===== config.mk =====
export PLATFORM = sky130hd
export DESIGN_NAME = slf_mode_ctrl
export DESIGN_NICKNAME = d
export VERILOG_FILES = /design/src/core/slf_mode_ctrl.v
export VERILOG_INCLUDE_DIRS = /design/src /design/src/core
export SDC_FILE = /design/constraint.sdc
export NUM_CORES = 1
export LEC_CHECK = 0
export BUFFER_PORTS_ARGS = -buffer_cell sky130_fd_sc_hd__buf_2
export CAP_MARGIN = 20
export CORE_AREA = 10 10 120 111
export DETAILED_ROUTE_END_ITERATION = 16
export DIE_AREA = 0 0 130 121
export GPL_TIMING_DRIVEN = 0
export PLACE_DENSITY = 0.87
export SYNTH_ARGS = -nofsm -noshare
export SYNTH_HDL_FRONTEND = slang
export SYNTH_SLANG_ARGS = --single-unit
export TNS_END_PERCENT = 30

===== constraint.sdc =====
create_clock -name hclk -period 6.3 [get_ports hclk]
set_clock_uncertainty 0.2 [all_clocks]
set_input_delay 0.63 -clock hclk [delete_from_list [all_inputs] [get_ports hclk]]
set_output_delay 0.63 -clock hclk [all_outputs]
set_load 0.02 [all_outputs]

===== src/core/slf_defines.vh =====
// Constants for the supply loss and fail mode controller
`ifndef SLF_DEFINES_VH
`define SLF_DEFINES_VH
`define SLF_CLK_HZ 50000000
`define SLF_DGL_US 200
`define SLF_WD_SHORT_MS 32
`define SLF_WD_LONG_MS 128
`define SLF_CTRL_ADDR 8'h00
`define SLF_STAT_ADDR 8'h04
`define SLF_FAULT_ADDR 8'h08
`define SLF_CTRL_EXT 0
`define SLF_CTRL_WD 1
`define SLF_CTRL_WDSEL 2
`define SLF_ST_LIMP 0
`define SLF_ST_FAIL 1
`define SLF_ST_SPIF 2
`define SLF_ST_AWAKE 3
`define SLF_ST_VBATLOSS 4
`define SLF_ST_GNDLOSS 5
`define SLF_ST_VCCLOSS 6
`define SLF_CTRL_RESET 3'h0
`define SLF_NUM_SYNC 5
`define SLF_SYNC_RESET 5'h06
`define SLF_NUM_FAULTS 8
`define SLF_NUM_CH 5
`define SLF_NUM_IN 4
`define SLF_HTRANS_NONSEQ 2'h2
`define SLF_HTRANS_SEQ 2'h3
`define SLF_ADDR_LSB 2
`define SLF_ADDR_MSB 7
`define SLF_CNT_W 23
`endif


===== src/core/slf_mode_ctrl.v =====
// Mode supervision: sleep/wake, supply loss, fail mode and AHB-Lite registers
`timescale 1ns/1ps
`include "slf_defines.vh"

module slf_mode_ctrl #(
    parameter DGL_CYCLES = (`SLF_CLK_HZ / 1000000) * `SLF_DGL_US,
    parameter WD_SHORT_CYCLES = (`SLF_CLK_HZ / 1000) * `SLF_WD_SHORT_MS,
    parameter WD_LONG_CYCLES = (`SLF_CLK_HZ / 1000) * `SLF_WD_LONG_MS
) (
    input wire hclk,
    input wire hresetn,
    input wire ce,
    input wire hsel,
    input wire [31:0] haddr,
    input wire [1:0] htrans,
    input wire hwrite,
    input wire [2:0] hsize,
    input wire hready,
    input wire [31:0] hwdata,
    output reg [31:0] hrdata,
    output wire hreadyout,
    output wire hresp,
    input wire wake,
    input wire wake_by_reset_pin,
    input wire vbat_above_por,
    input wire vcc_above_por,
    input wire gnd_lost,
    input wire fail_mode_request,
    input wire host_reset_n_input,
    input wire [`SLF_NUM_IN-1:0] direct_channel_inputs,
    input wire [`SLF_NUM_CH-1:0] pwm_channel_drive,
    input wire [`SLF_NUM_FAULTS-1:0] fault_events,
    output reg [`SLF_NUM_CH-1:0] power_channel_outputs,
    output reg external_switch_control_output,
    output wire wake_report_o,
    output reg wake_report_oe,
    output wire sleep_mode,
    output wire fail_mode,
    output reg power_off
);

// =====================================================
// Input synchronisers
// =====================================================
wire [`SLF_NUM_SYNC-1:0] raw_in;
wire [`SLF_NUM_SYNC-1:0] sync_in;
assign raw_in = {fail_mode_request, gnd_lost, vcc_above_por, vbat_above_por, wake};

// Supply-ok bits reset high so a reset release never fakes a power loss
localparam [`SLF_NUM_SYNC-1:0] SYNC_RST = `SLF_SYNC_RESET;
genvar gi;
generate
    for (gi = 0; gi < `SLF_NUM_SYNC; gi = gi + 1) begin : g_sync
        reg meta;
        reg stable;
        always @(posedge hclk or negedge hresetn) begin
            if (!hresetn) begin
                meta <= SYNC_RST[gi];
                stable <= SYNC_RST[gi];
            end else if (ce) begin
                meta <= raw_in[gi];
                stable <= meta;
            end
        end
        assign sync_in[gi] = stable;
    end
endgenerate

wire awake;
wire vbat_ok;
wire vcc_ok;
wire gnd_loss;
wire limp_in;
assign awake = sync_in[0];
assign vbat_ok = sync_in[1];
assign vcc_ok = sync_in[2];
assign gnd_loss = sync_in[3];
assign limp_in = sync_in[4];

// =====================================================
// Power-off detection and internal reset
// =====================================================
// Power-off is registered so the derived reset never glitches
always @(posedge hclk or negedge hresetn) begin
    if (!hresetn) begin
        power_off <= 1'b0;
    end else if (ce) begin
        power_off <= !vbat_ok && !vcc_ok;
    end
end

wire core_rst_n;
assign core_rst_n = hresetn & ~power_off;

// =====================================================
// Fail request deglitch
// =====================================================
reg [`SLF_CNT_W-1:0] dgl_cnt;
reg ilimp;

always @(posedge hclk or negedge core_rst_n) begin
    if (!core_rst_n) begin
        dgl_cnt <= {`SLF_CNT_W{1'b0}};
        ilimp <= 1'b0;
    end else if (ce) begin
        if (limp_in == ilimp) begin
            dgl_cnt <= {`SLF_CNT_W{1'b0}};
        end else if (dgl_cnt >= DGL_CYCLES[`SLF_CNT_W-1:0] - 1'b1) begin
            dgl_cnt <= {`SLF_CNT_W{1'b0}};
            ilimp <= limp_in;
        end else begin
            dgl_cnt <= dgl_cnt + 1'b1;
        end
    end
end

// =====================================================
// AHB-Lite slave
// =====================================================
reg dp_write;
reg dp_read;
reg rd_ready;
reg [`SLF_ADDR_MSB:0] dp_addr;
reg [2:0] ctrl;
reg [`SLF_NUM_FAULTS-1:0] fault_flags;
reg comm_err;
reg spi_fail;

wire addr_valid;
assign addr_valid = hsel && hready && (htrans == `SLF_HTRANS_NONSEQ || htrans == `SLF_HTRANS_SEQ);

// Reads take one wait state so a preceding write is always visible
assign hreadyout = !(dp_read && !rd_ready);
assign hresp = 1'b0;

reg [31:0] status_word;
always @* begin
    status_word = 32'h00000000;
    status_word[`SLF_ST_LIMP] = limp_in;
    status_word[`SLF_ST_FAIL] = fail_mode;
    status_word[`SLF_ST_SPIF] = spi_fail;
    status_word[`SLF_ST_AWAKE] = awake;
    status_word[`SLF_ST_VBATLOSS] = !vbat_ok;
    status_word[`SLF_ST_GNDLOSS] = gnd_loss;
    status_word[`SLF_ST_VCCLOSS] = !vcc_ok;
end

reg [31:0] read_value;
always @* begin
    read_value = 32'h00000000;
    case (dp_addr)
        `SLF_CTRL_ADDR: read_value = {29'h00000000, ctrl};
        `SLF_STAT_ADDR: read_value = status_word;
        `SLF_FAULT_ADDR: read_value = {24'h000000, fault_flags};
        default: read_value = 32'h00000000;
    endcase
end

wire ctrl_wr;
wire fault_wr;
assign ctrl_wr = dp_write && (dp_addr == `SLF_CTRL_ADDR);
assign fault_wr = dp_write && (dp_addr == `SLF_FAULT_ADDR);

always @(posedge hclk or negedge core_rst_n) begin
    if (!core_rst_n) begin
        dp_write <= 1'b0;
        dp_read <= 1'b0;
        rd_ready <= 1'b0;
        dp_addr <= 8'h00;
        hrdata <= 32'h00000000;
    end else if (ce) begin
        if (dp_read && !rd_ready) begin
            rd_ready <= 1'b1;
            // Without the logic supply the read path is dead
            hrdata <= vcc_ok ? read_value : 32'h00000000;
        end else begin
            rd_ready <= 1'b0;
            dp_write <= addr_valid && hwrite;
            dp_read <= addr_valid && !hwrite;
            if (addr_valid) begin
                dp_addr <= {haddr[`SLF_ADDR_MSB:`SLF_ADDR_LSB], 2'h0};
            end
        end
    end
end

// =====================================================
// Control and fault registers
// =====================================================
always @(posedge hclk or negedge core_rst_n) begin
    if (!core_rst_n) begin
        ctrl <= `SLF_CTRL_RESET;
        fault_flags <= {`SLF_NUM_FAULTS{1'b0}};
    end else if (ce) begin
        if (ctrl_wr && vcc_ok) begin
            ctrl <= hwdata[`SLF_CTRL_WDSEL:0];
        end
        // Registers survive a battery loss while power-off is not set
        // A new fault wins over a clear in the same cycle
        fault_flags <= (fault_flags & ~(fault_wr ? hwdata[`SLF_NUM_FAULTS-1:0] : {`SLF_NUM_FAULTS{1'b0}}))
            | fault_events;
    end
end

// =====================================================
// Serial watchdog and communication error
// =====================================================
reg [`SLF_CNT_W-1:0] wd_cnt;
wire [`SLF_CNT_W-1:0] wd_limit;
wire kick;
wire bad_kick;
wire wd_timeout;
wire wd_expire;
assign wd_limit = ctrl[`SLF_CTRL_WDSEL] ? WD_LONG_CYCLES[`SLF_CNT_W-1:0] : WD_SHORT_CYCLES[`SLF_CNT_W-1:0];
assign kick = ctrl_wr && vcc_ok && (hwdata[`SLF_CTRL_WD] != ctrl[`SLF_CTRL_WD]);
assign bad_kick = ctrl_wr && vcc_ok && (hwdata[`SLF_CTRL_WD] == ctrl[`SLF_CTRL_WD]);
assign wd_timeout = (wd_cnt >= wd_limit - 1'b1);
// A good kick removes a pending timeout instead of being overruled by it
assign wd_expire = wd_timeout && !kick;

always @(posedge hclk or negedge core_rst_n) begin
    if (!core_rst_n) begin
        wd_cnt <= {`SLF_CNT_W{1'b0}};
        comm_err <= 1'b0;
        spi_fail <= 1'b0;
    end else if (ce) begin
        // Lost logic supply stops all kicks, so the count runs out
        if (!awake || kick) begin
            wd_cnt <= {`SLF_CNT_W{1'b0}};
        end else if (!wd_timeout) begin
            wd_cnt <= wd_cnt + 1'b1;
        end
        if (awake && (wd_expire || bad_kick)) begin
            comm_err <= 1'b1;
            spi_fail <= 1'b1;
        end else if (kick && !ilimp) begin
            comm_err <= 1'b0;
            spi_fail <= 1'b0;
        end
    end
end

assign fail_mode = ilimp | comm_err;
assign sleep_mode = !awake;

// =====================================================
// Wake reporting on the dual-purpose clock pin
// =====================================================
reg awake_d;
reg woke_by_reset;
reg woke_in_batloss;
reg next_wake_report_oe;
wire wake_rise;
assign wake_rise = awake && !awake_d;

// Held off in the first cycle of a wake until its cause is latched
always @* begin
    next_wake_report_oe = 1'b0;
    if (awake && !wake_rise && !host_reset_n_input) begin
        next_wake_report_oe = !woke_by_reset && !woke_in_batloss;
    end
end

always @(posedge hclk or negedge core_rst_n) begin
    if (!core_rst_n) begin
        awake_d <= 1'b0;
        woke_by_reset <= 1'b0;
        woke_in_batloss <= 1'b0;
        wake_report_oe <= 1'b0;
    end else if (ce) begin
        awake_d <= awake;
        if (wake_rise) begin
            woke_by_reset <= wake_by_reset_pin;
            woke_in_batloss <= !vbat_ok;
        end
        wake_report_oe <= next_wake_report_oe;
    end
end

assign wake_report_o = 1'b1;

// =====================================================
// Output control
// =====================================================
wire [`SLF_NUM_CH-1:0] direct_drive;

// Channels without a direct input stay off in fail mode
genvar ci;
generate
    for (ci = 0; ci < `SLF_NUM_CH; ci = ci + 1) begin : g_direct
        if (ci < `SLF_NUM_IN) begin : g_in
            assign direct_drive[ci] = direct_channel_inputs[ci];
        end else begin : g_none
            assign direct_drive[ci] = 1'b0;
        end
    end
endgenerate

reg [`SLF_NUM_CH-1:0] next_power_channel_outputs;
reg next_external_switch_control_output;

always @* begin
    next_power_channel_outputs = pwm_channel_drive;
    if (!awake || !vbat_ok || gnd_loss) begin
        next_power_channel_outputs = {`SLF_NUM_CH{1'b0}};
    end else if (fail_mode) begin
        next_power_channel_outputs = direct_drive;
    end
    // The external output keeps its setting through a battery loss
    next_external_switch_control_output = awake && !fail_mode && !gnd_loss && ctrl[`SLF_CTRL_EXT];
end

always @(posedge hclk or negedge core_rst_n) begin
    if (!core_rst_n) begin
        power_channel_outputs <= {`SLF_NUM_CH{1'b0}};
        external_switch_control_output <= 1'b0;
    end else if (ce) begin
        power_channel_outputs <= next_power_channel_outputs;
        external_switch_control_output <= next_external_switch_control_output;
    end
end

endmodule


# Word-level counts from Yosys, hierarchy flattened
# Cells that the tools add are included.
# totals
regBits	121
inputBits	99
out_inout_bits	45
# op_classes
add_sub_neg	3
magnitude_cmp	2
eq_ne	8
n_mux	14
bitwise_logic	8
n_reduce_logical	51
# op_table
cell	n
two-way mux 23 bit	5
adder 23 x 1 -> 23 bit, second input constant	2
two-way mux 32 bit	1
case mux 8 bit (3 select lines)	1
>= comparator 23 x 14 -> 1 bit, second input constant	1
>= comparator 23 bit	1
subtractor 23 x 1 -> 23 bit, second input constant	1
logical AND 1 bit	21
zero test 1 bit	15
AND reduction 2 bit	6
two-way mux 5 bit	2
AND 8 bit	1
zero test 8 bit	1
two-way mux 8 bit	1
NOT 8 bit	1
bitwise OR 8 bit	1
equality test 6 x 1 -> 1 bit, second input constant	1
equality test 6 x 2 -> 1 bit, second input constant	1
AND reduction 3 bit	2
logical OR 1 bit	5
equality test 2 bit, second input constant	2
two-way mux 1 bit	4
NOT 1 bit	3
equality test 1 bit	2
other kinds (5)	5

# Depth between registers and ports, before layout
# Gate-level depths: netlist of run 1.
# logic_depth
ltp_word	10
mapped_depth	9
mapped_depth_nobuf	7

# Worst setup path after synthesis of run 1
# OpenSTA, ideal clock, no wires.
# synth_path
kind	reg2reg
from	register ctrl[2]
to	register wd_cnt[21]
setup_ns	0.126
t_arrival_ns	2.287
slack_ns	3.687
stages_incl_launch_ff	9
period_less_slack_ns	2.613
cell_sequence	dfrtp_1 > inv_1 > ha_1 > a2111oi_0 > o221ai_1 > a21o_1 > buf_2 > o31a_1 > a221o_1
# synth_between
elab_chain_cells	5
# synth_rtl
element	line_no	text
start, declared	slf_mode_ctrl.v:124	reg [2:0] ctrl;
start signal, assigned	slf_mode_ctrl.v:192	ctrl <= `SLF_CTRL_RESET;
start signal, assigned	slf_mode_ctrl.v:196	ctrl <= hwdata[`SLF_CTRL_WDSEL:0];
two-way mux 23 bit	slf_mode_ctrl.v:214	assign wd_limit = ctrl[`SLF_CTRL_WDSEL] ? WD_LONG_CYCLES[`SLF_CNT_W-1:0] : WD_SHORT_CYCLES[`SLF_CNT_W-1:0];
subtractor 23 x 1 -> 23 bit	slf_mode_ctrl.v:217	assign wd_timeout = (wd_cnt >= wd_limit - 1'b1);
>= comparator 23 bit	slf_mode_ctrl.v:217	
inequality test 2 x 1 -> 1 bit (no line)	--	
AND reduction 2 bit (no line)	--	
end signal, assigned	slf_mode_ctrl.v:223	wd_cnt <= {`SLF_CNT_W{1'b0}};
end signal, assigned	slf_mode_ctrl.v:229	wd_cnt <= {`SLF_CNT_W{1'b0}};
end signal, assigned	slf_mode_ctrl.v:231	wd_cnt <= wd_cnt + 1'b1;
end, declared	slf_mode_ctrl.v:208	reg [`SLF_CNT_W-1:0] wd_cnt;
# No other way between the ends.
# A chain may end at the register's enable or synchronous reset.

# Worst setup path in the final report of run 1
# layout_path
from	register ctrl[2]
to	register wd_cnt[4]
# Same word-level chain as after synthesis.

==> run summary, run 1 <==
Final GP Congestion -> 0.882
PD cells -> 254 mW/mm²
Unique masters post-synth -> 57
pre-CTS WS -> 3.27 ns
Final Hold Viols -> 0
Final Core Density -> 0.568
clk_lat worst skew -> 0.35 ns
Ys Warns -> 0
fmax -> 0.322 GHz
drt wl/cell -> 18.3 µm
Post-synth EDFFs -> 0
Worst-path clk slew -> 0.08 ns
setup bufs post-CTS -> 0
P&R area growth vs syn -> 19.1%
Cells after Synth -> 508
largest net degree at the start of global routing -> 28
reg2reg end -> wd_cnt[4]$_DFFE_PN0P_
Port Buffers -> 63
vias -> 4441
crit path launch type -> register
multi-input logic area -> 0.00241 mm²
dpl cell area -> 0.00577 mm²
die area -> 0.0157 mm²
CP arrival -> 3.12 ns
Req. time, crit path -> 6.31 ns
leading area contributor after synthesis -> dfrtp_1
number of routed nets with antenna violations -> 0
# IOs -> 144
crit path kind -> register to register
hold slack final -> 0.256 ns
initial antenna violation count -> 1
Final Cell Area -> 0.00609 mm²
total CTS buffers -> 9
reg-to-reg slack, setup -> 3.20 ns
Worst R2R Start -> ctrl[2]$_DFFE_PN0P_
CTS tree -> done
Clock Tree Buf Depth -> 2
period utilization -> 0.493
Synth Flop Type -> dfrtp_1
Row Count -> 36
root buffer cell -> clkbuf_16
min Tclk post-route -> 3.10 ns
slack of the critical path -> 3.20 ns
Die Y -> 121 µm
hold crit path type -> register to async pin
synth top area cells -> dfrtp_1 46%, mux2_2 4.6%, nand2_1 4.2%
flop and latch count out of synthesis -> 97
vias in the first global route -> 4363
outcome -> finished, final reports clean
first-pass GRT wire length -> 22.1 mm
sequential standard cell area -> 0.00243 mm²
sequential area share after synthesis -> 0.476
Overall Power -> 0.00155 W
highest net fanout along the worst path -> 10
fill count -> 868
RSZ-0062 raised after global routing -> no
critical path launch point -> ctrl[2]$_DFFE_PN0P_
Initial Util -> 0.477
hpwl dp -> 10.2 mm
Vias/cell -> 5.93
layout cells sized above 1 -> 0.237
nets -> 721
final setup vio count -> 0
CP Capture Type -> register
core area -> 0.0107 mm²
Total GRT Usage -> 0.173
# Max-Cap Violations -> 0
Reg2Reg Depth -> 8
drt drc -> 0
final wirelength -> 13.7 mm
H-tree level count -> 3
initial drt markers -> 530
drt first pass iters -> 6
Worst Tran Pin Value -> 0.843 ns
Yosys top cell area share -> 0.455
normalized max-slew margin -> 0.433
Async S/R FF share, synth -> 1.00
global route overflow -> 0
Slew Viols, Final -> 0
P_leak -> 2.85 nW
CTS sink cnt -> 97
Max VDD drop -> 0.197 mV
syn_area_per_cell -> 10.1 µm²
die width -> 130 µm
Synth Cell Area -> 0.00511 mm²
-- worst max-delay path by stage --
| stage | end | slack [ns] | depth (start not counted) |
|---|---|---|---|
| floorplan | awake_d$_DFFE_PN0P_ | 0.22 | 1 |
| global placement | dgl_cnt[4]$_DFFE_PN0P_ | -2.03 | 2 |
| detailed placement | wd_cnt[4]$_DFFE_PN0P_ | 3.27 | 8 |
| CTS | wd_cnt[5]$_DFFE_PN0P_ | 3.30 | 8 |
| global route | wd_cnt[5]$_DFFE_PN0P_ | 3.01 | 8 |
| finish | wd_cnt[4]$_DFFE_PN0P_ | 3.20 | 8 |
-- where the power goes --
| group | internal [W] | switching [W] |
|---|---|---|
| registers | 0.000665 | 0.0000448 |
| logic | 0.000107 | 0.000154 |
| clock network | 0.000317 | 0.000256 |
-- logic make-up after synthesis --
group                    Yosys count  synth area share
adder cells (fa/ha/maj)           12            0.0294
other                              2           0.00147
buffers and inverters             66            0.0715
XOR/XNOR                           3           0.00514
AND/OR/NAND/NOR                  185             0.186
AO/OA/AOI/OAI                    106             0.153
flip-flops                        97             0.476
multiplexers                      37            0.0776
-- critical path, stage by stage, from the launching register on --
cell and delay (ns):
dfrtp_1 0.51, inv_1 0.21, ha_1 0.35, a2111oi_0 0.36, o221ai_1 0.21, a21o_1 0.24, clkbuf_1 0.26, o311ai_0 0.50
o31ai_1 0.14
-- registers in the layout (all words and copies together) (netlist names), 3 cells and up --
signal and cells:
power_channel_outputs 5, g_sync.meta 5, dgl_cnt 23, ctrl 3, g_sync.stable 4, wd_cnt 23, hrdata 8, fault_flags 8
dp_addr 6
-- per-stage QoR --
stage / TNS, ns / instances
CTS: 0 / 748
global route: 0 / 749
floorplan: 0 / 532
global placement: -174.23 / 728
finish: 0 / 749
detailed placement: 0 / 731
-- layout by cell type, fill, tap and decap left out, types with 10 or more instances in the layout --
| master | synthesis | final |
|---|---|---|
| nor2b_1 | 13 | 12 |
| nand2_1 | 57 | 57 |
| clkbuf_1 | 14 | 15 |
| buf_4 | 27 | 27 |
| buf_2 | 7 | 70 |
| mux2_2 | 21 | 21 |
| o21ai_0 | 13 | 13 |
| nor2_1 | 21 | 21 |
| conb_1 | 2 | 26 |
| inv_1 | 14 | 14 |
| a21oi_1 | 17 | 17 |
| nor4_1 | 13 | 13 |
| o31ai_1 | 11 | 11 |
| nand4_1 | 14 | 14 |
| mux2i_1 | 16 | 16 |
| nand2b_1 | 16 | 16 |
| ha_1 | 12 | 12 |
| nand3_1 | 21 | 21 |
| a31oi_1 | 10 | 10 |
| dfrtp_1 | 93 | 93 |
-- cells in the mapped netlist (all sizes together) (3+ instances only) --
master,count
dfrtp,93
nand2,57
buf,37
mux2,21
nand3,21
nor2,21
a21oi,18
mux2i,16
nand2b,16
clkbuf,14
inv,14
nand4,14
nor2b,13
nor4,13
o21ai,13
ha,12
o31ai,11
a31oi,10
a22o,9
nor3,7
o2bb2ai,7
o311ai,7
and3,6
and2,4
dfstp,4
a221o,3
a22oi,3
a32o,3
a41oi,3
and4,3
o211ai,3
o31a,3
-- area by class of cell --
cell class,count,share of cell area
clock inverter,6,0.0136
timing repair buffer,67,0.0657
tap,133,0.0273
antenna,1,0.000411
sequential,97,0.399
inverter,15,0.00924
multi-input combinational,369,0.396
clock buffer,10,0.0376
buffer,51,0.0507
-- what timing repair did --
| action | in CTS | in global routing |
|---|---|---|
| endpoints found under the hold margin | 7 | 0 |
| hold buffers | 1 | 0 |
| setup endpoints to repair | 0 | 0 |
| resized for setup | 0 | 0 |
-- routing by layer --
layer,vias up,GRT usage,wire length [µm]
li1,2012,-,-
met1,2188,0.210,5540
met2,218,0.290,6880
met3,23,0.0463,1050
met4,0,0.0555,255
met5,-,0,0
Note: power is estimated with default switching activity, not from simulation.
==> run 2, diff against run 1 <==
ABC_AREA = 1   (was default)
CORE_AREA = 10 10 126 117   (was 10 10 120 111)
DIE_AREA = 0 0 136 127   (was 0 0 130 121)
PLACE_DENSITY = 0.86   (was 0.87)
clock period = 2.7 ns   (was 6.3 ns; I/O delays follow)
==> run 2 against run 1 <==
Compared with the run above: register-to-register slack worse by 2.9 ns; sequential share of layout area down 5.3 points; worst setup slack worse by 3.0 ns; critical path type is now register to output port; largest power group unchanged.
==> run summary, run 2 <==
slack of the critical path -> 0.223 ns (was 3.20 ns)
fmax -> 0.404 GHz
normalized max-slew margin -> 0.514 (was 0.433)
global route overflow -> 0 (unchanged)
leading area contributor after synthesis -> dfrtp_1 (unchanged)
vias in the first global route -> 5170 (was 4363)
final setup vio count -> 0 (unchanged)
Slew Viols, Final -> 0 (unchanged)
Final GP Congestion -> 0.945 (was 0.882)
most frequent cells in the layout -> 243 x nand2_1, 99 x nor2_1, 93 x dfrtp_1, 71 x buf_2, 65 x nand3_1 (was 93 x dfrtp_1, 70 x buf_2, 57 x nand2_1, 27 x buf_4, 26 x conb_1)
highest net fanout along the worst path -> 7 (was 10)
Max VDD drop -> 0.392 mV (was 0.197 mV)
Clock Tree Buf Depth -> 2 (unchanged)
pre-CTS WS -> 0.363 ns (was 3.27 ns)
Total GRT Usage -> 0.175 (was 0.173)
hpwl dp -> 10.8 mm (was 10.2 mm)
flop and latch count out of synthesis -> 97 (unchanged)
Initial Util -> 0.472 (was 0.477)
setup bufs post-CTS -> 0 (unchanged)
Top Registers -> dgl_cnt (23), wd_cnt (23) (unchanged)
die area -> 0.0173 mm² (was 0.0157 mm²)
Req. time, crit path -> 2.23 ns (was 6.31 ns)
Post-synth EDFFs -> 0 (unchanged)
# diodes -> 0 (was 1)
die width -> 136 µm (was 130 µm)
RSZ-0062 raised after global routing -> no (unchanged)
Worst-path clk slew -> 0.07 ns (was 0.08 ns)
clk_lat worst skew -> 0.35 ns (about the same)
Yosys top cell area share -> 0.403 (was 0.455)
initial drt markers -> 559 (was 530)
syn_area_per_cell -> 7.55 µm² (was 10.1 µm²)
Worst Tran Pin Value -> 0.727 ns (was 0.843 ns)
outcome -> finished, final reports clean (unchanged)
Sum Neg Setup Slack -> 0 ns (unchanged)
drt wl/cell -> 14.1 µm (was 18.3 µm)
drt drc -> 0 (unchanged)
Synth Cell Area -> 0.00578 mm² (was 0.00511 mm²)
hold crit path type -> primary input to register (was register to async pin)
Vias/cell -> 4.97 (was 5.93)
core area -> 0.0122 mm² (was 0.0107 mm²)
P&R area growth vs syn -> 21.4% (was 19.1%)
most common cell in the netlist -> nand2_1 (was dfrtp_1)
Ys Warns -> 0 (unchanged)
H-tree level count -> 3 (unchanged)
number of routed nets with antenna violations -> 0 (unchanged)
first-pass GRT wire length -> 25.0 mm (was 22.1 mm)
Die Y -> 127 µm (was 121 µm)
crit path launch type -> register (unchanged)
CP Capture Type -> output port (was register)
vias -> 5254 (was 4441)
Worst Hold Depth -> 3
# Max-Cap Violations -> 0 (unchanged)
total CTS buffers -> 9 (unchanged)
layout cells sized above 1 -> 0.193 (was 0.237)
CP arrival -> 2.01 ns (was 3.12 ns)
Final Hold Viols -> 0 (unchanged)
Cells after Synth -> 765 (was 508)
post_cts resized -> 0 (unchanged)
nets -> 999 (was 721)
Post-CTS Hold Buffers -> 23 (was 1)
sequential area share after synthesis -> 0.421 (was 0.476)
Synth Flop Type -> dfrtp_1 (unchanged)
# IOs -> 144 (unchanged)
largest net degree at the start of global routing -> 34 (was 28)
synth top area cells -> dfrtp_1 40%, nand2_1 16%, nor2_1 6.5% (was dfrtp_1 46%, mux2_2 4.6%, nand2_1 4.2%)
period utilization -> 0.917
root buffer cell -> clkbuf_16 (unchanged)
Unique masters post-synth -> 38 (was 57)
CTS tree -> done (unchanged)
Port Buffers -> 63 (unchanged)
most common cell after layout, fill and taps aside -> nand2_1 (was dfrtp_1)
initial antenna violation count -> 0 (was 1)
Reg2Reg Depth -> 12 (was 8)
drt first pass iters -> 5 (was 6)
P_leak -> 3.54 nW (was 2.85 nW)
CTS sink cnt -> 97 (unchanged)
min Tclk post-route -> 2.48 ns
PD cells -> 508 mW/mm² (was 254 mW/mm²)
final wirelength -> 14.9 mm (was 13.7 mm)
crit path kind -> register to output port (was register to register)
Row Count -> 39 (was 36)
most instantiated cells after synthesis -> 243 x nand2_1, 100 x nor2_1, 93 x dfrtp_1 (was 93 x dfrtp_1, 57 x nand2_1, 27 x buf_4)
Async S/R FF share, synth -> 1.00 (unchanged)
-- run 2: power breakdown --
group          total, W  internal, W  switching [W]
sequential      0.00159      0.00153      0.0000607
combinational  0.000519     0.000179       0.000340
clock           0.00146     0.000843       0.000616
total           0.00357      0.00255        0.00102
-- run 2: final timing paths --
| path | start | end | slack [ns] |
|---|---|---|---|
| min in group asynchronous | hresetn | g_sync[3].meta$_DFFE_PN0P_ | 0.15 |
| setup reg to reg | ctrl[2]$_DFFE_PN0P_ | wd_cnt[15]$_DFFE_PN0P_ | 0.32 |
| setup / recovery | spi_fail$_DFFE_PN0P_ | fail_mode | 0.22 |
| hold reg to reg | g_sync[1].meta$_DFFE_PN1P_ | g_sync[1].meta$_DFFE_PN1P_ | 0.27 |
| max in group asynchronous | hresetn | wd_cnt[8]$_DFFE_PN0P_ | 0.96 |
| hold / removal | hwdata[2] | ctrl[2]$_DFFE_PN0P_ | 0.003 |
-- run 2: layout make-up --
type                    instances  area, µm²
fillers                      1065       5230
multi-input cells             576       2860
flip-flops and latches         97       2430
repair buffers                 88        586
plain buffers                  47        322
inverters                      69        259
clock buffers                   9        225
well taps                     164        205
clock inverters                 7        124
-- run 2: kinds of logic (layout without fill, tap and decap cells) --
group,count (synthesis),count (layout),synth area share
simple gates,467,467,0.364
buf+inv,116,220,0.100
flops,97,97,0.421
compound gates,48,48,0.0524
xor+xnor,23,23,0.0349
fa+ha+maj,12,12,0.0260
other cells,2,26,0.00130
-- run 2: critical path: stages, from the launching register on --
cell     delay [ns]
dfrtp_1        0.42
nor2_1         0.58
inv_1          0.38
buf_2          0.27
-- run 2: routing by layer --
| layer | GRT usage | routed length (µm) | share of wire |
|---|---|---|---|
| met5 | 0 | 0 | 0 |
| met4 | 0.0532 | 242 | 0.016 |
| met3 | 0.0357 | 908 | 0.061 |
| met2 | 0.294 | 7460 | 0.50 |
| met1 | 0.222 | 6300 | 0.42 |
-- run 2: stage by stage --
step                total power, W  cell area [µm²]  utilization  hold WS (ns)  std cells
floorplan                  0.00193             5870            -        -0.226        789
finish                     0.00357             7010        0.573       0.00335       1057
global placement           0.00208             6390        0.522       -0.0453       1016
global route               0.00372             7010        0.573       0.00561       1057
CTS                        0.00359             7010        0.573       0.00224       1057
detailed placement         0.00211             6430        0.525       -0.0432       1018
==> run 3, diff against run 2 <==
PLACE_DENSITY = default   (was 0.86)
PLACE_DENSITY_LB_ADDON = 0.1   (was default)
==> run 3 against run 2 <==
Compared with the run above: die area did not move; via count decreased by 2.4%; critical path depth up 8; combinational power fell by 1%.
==> run summary, run 3 (same netlist as run 2, synthesis figures left out) <==
# IOs -> 144 (unchanged)
outcome -> finished, final reports clean (unchanged)
Row Count -> 39 (unchanged)
CTS tree -> done (unchanged)
highest net fanout along the worst path -> 10 (was 7)
Post-CTS Hold Buffers -> 24 (was 23)
Final Hold Viols -> 0 (unchanged)
Worst-path clk slew -> 0.07 ns (about the same)
vias -> 5127 (was 5254)
CP Capture Type -> register (was output port)
Total GRT Usage -> 0.172 (was 0.175)
initial antenna violation count -> 0 (unchanged)
period utilization -> 0.851 (was 0.917)
nets -> 1000 (was 999)
drt wl/cell -> 13.8 µm (was 14.1 µm)
die area -> 0.0173 mm² (unchanged)
Port Buffers -> 63 (unchanged)
hold slack final -> 0.0148 ns (was 0.00335 ns)
hold crit path type -> primary input to register (unchanged)
# diodes -> 0 (unchanged)
largest net degree at the start of global routing -> 34 (unchanged)
most common cell after layout, fill and taps aside -> nand2_1 (unchanged)
initial drt markers -> 362 (was 559)
Clock Tree Buf Depth -> 2 (unchanged)
final wirelength -> 14.6 mm (was 14.9 mm)
P&R area growth vs syn -> 20.3% (was 21.4%)
die width -> 136 µm (unchanged)
Top Registers -> dgl_cnt (23), wd_cnt (23) (unchanged)
total CTS buffers -> 9 (unchanged)
setup bufs post-CTS -> 0 (unchanged)
vias in the first global route -> 4840 (was 5170)
Die Y -> 127 µm (unchanged)
H-tree level count -> 3 (unchanged)
post_cts resized -> 0 (unchanged)
Max VDD drop -> 0.448 mV (was 0.392 mV)
most frequent cells in the layout -> 243 x nand2_1, 99 x nor2_1, 93 x dfrtp_1, 71 x buf_2, 65 x nand3_1 (unchanged)
layout cells sized above 1 -> 0.190 (was 0.193)
# Max-Cap Violations -> 0 (unchanged)
first-pass GRT wire length -> 24.5 mm (was 25.0 mm)
CP arrival -> 2.34 ns (was 2.01 ns)
root buffer cell -> clkbuf_16 (unchanged)
core area -> 0.0122 mm² (unchanged)
Slew Viols, Final -> 0 (unchanged)
PD cells -> 478 mW/mm² (was 508 mW/mm²)
Placed Instances -> 1018 (unchanged)
CTS sink cnt -> 97 (unchanged)
RSZ-0062 raised after global routing -> no (unchanged)
normalized max-slew margin -> 0.518 (was 0.514)
crit path launch type -> register (unchanged)
Vias/cell -> 4.85 (was 4.97)
P_leak -> 3.51 nW (was 3.54 nW)
clk_lat worst skew -> 0.35 ns (about the same)
Initial Util -> 0.472 (unchanged)
Final GP Congestion -> 0.901 (was 0.945)
drt drc -> 0 (unchanged)
crit path kind -> register to register (was register to output port)
global route overflow -> 0 (unchanged)
number of routed nets with antenna violations -> 0 (unchanged)
Worst Tran Pin Value -> 0.721 ns (was 0.727 ns)
Sum Neg Setup Slack -> 0 ns (unchanged)
min Tclk post-route -> 2.30 ns (was 2.48 ns)
drt first pass iters -> 5 (unchanged)
hpwl dp -> 11.1 mm (was 10.8 mm)
final setup vio count -> 0 (unchanged)
non-filler cells, final -> 1058 (was 1057)
Req. time, crit path -> 2.75 ns (was 2.23 ns)
fmax -> 0.435 GHz (was 0.404 GHz)
==> run 3: changes by cell type in the layout (fill, tap and decap cells not counted) <==
cell / before / now
bufinv_16: 2 / 0
clkbuf_1: 6 / 8
clkinv_2: 0 / 2
clkinv_4: 1 / 0
clkinv_8: 2 / 0
dlygate4sd3_1: 23 / 24
inv_6: 0 / 2
inv_8: 2 / 1
==> run 3: worst max-delay path: stages, from the launching register on <==
cell and delay (ns):
dfrtp_1 0.48, inv_1 0.19, ha_1 0.38, a21oi_1 0.16, nand2_1 0.06, nor2_1 0.11, nand2_1 0.09, inv_2 0.11
nand3_4 0.11, buf_6 0.17, nand3_1 0.07, nand2_1 0.06
==> run 3: layer usage <==
| metal | routed length [µm] | vias up | track usage | share of wire |
|---|---|---|---|---|
| met3 | 944 | 15 | 0.0498 | 0.065 |
| li1 | - | 2613 | - | - |
| met4 | 152 | 0 | 0.0351 | 0.010 |
| met2 | 6710 | 135 | 0.269 | 0.46 |
| met1 | 6780 | 2364 | 0.233 | 0.46 |
| met5 | 0 | - | 0 | 0 |
==> run 3: worst paths after layout <==
check | slack (ns) | endpoint | startpoint | depth (start not counted)
worst min-delay path | 0.01 | ctrl[1]$_DFFE_PN0P_ | hwdata[1] | 3
min in group asynchronous | 0.15 | g_sync[3].stable$_DFFE_PN0P_ | hresetn | 2
worst max register to register | 0.40 | wd_cnt[18]$_DFFE_PN0P_ | ctrl[2]$_DFFE_PN0P_ | 11
worst min register to register | 0.26 | g_sync[1].meta$_DFFE_PN1P_ | g_sync[1].meta$_DFFE_PN1P_ | 2
max in group asynchronous | 0.94 | fault_flags[0]$_DFFE_PN0P_ | hresetn | 5
worst max-delay path | 0.40 | wd_cnt[18]$_DFFE_PN0P_ | ctrl[2]$_DFFE_PN0P_ | 11
==> run 3: final cells by class <==
type	count	area [µm²]
Inverter	69	259
Sequential cell	97	2430
Clock inverter	5	38.8
Fill cell	1179	5300
Multi-Input combinational cell	576	2860
Tap cell	164	205
Timing Repair Buffer	89	596
Buffer	47	322
Clock buffer	11	233
==> run 3: where the power goes <==
group / internal, W / switching, W
clock: 0.000636 / 0.000586
combinational: 0.000180 / 0.000331
sequential: 0.00153 / 0.0000591
total: 0.00234 / 0.000977
==> run 3: metrics by stage <==
| stage | power [W] | worst slack [ns] | utilization | cell area, µm² |
|---|---|---|---|---|
| global route | 0.00348 | 0.211 | 0.567 | 6950 |
| floorplan | 0.00193 | 0.359 | - | 5870 |
| finish | 0.00332 | 0.402 | 0.567 | 6950 |
| global placement | 0.00207 | -0.515 | 0.522 | 6390 |
| CTS | 0.00335 | 0.373 | 0.567 | 6950 |
| detailed placement | 0.00210 | 0.393 | 0.525 | 6430 |
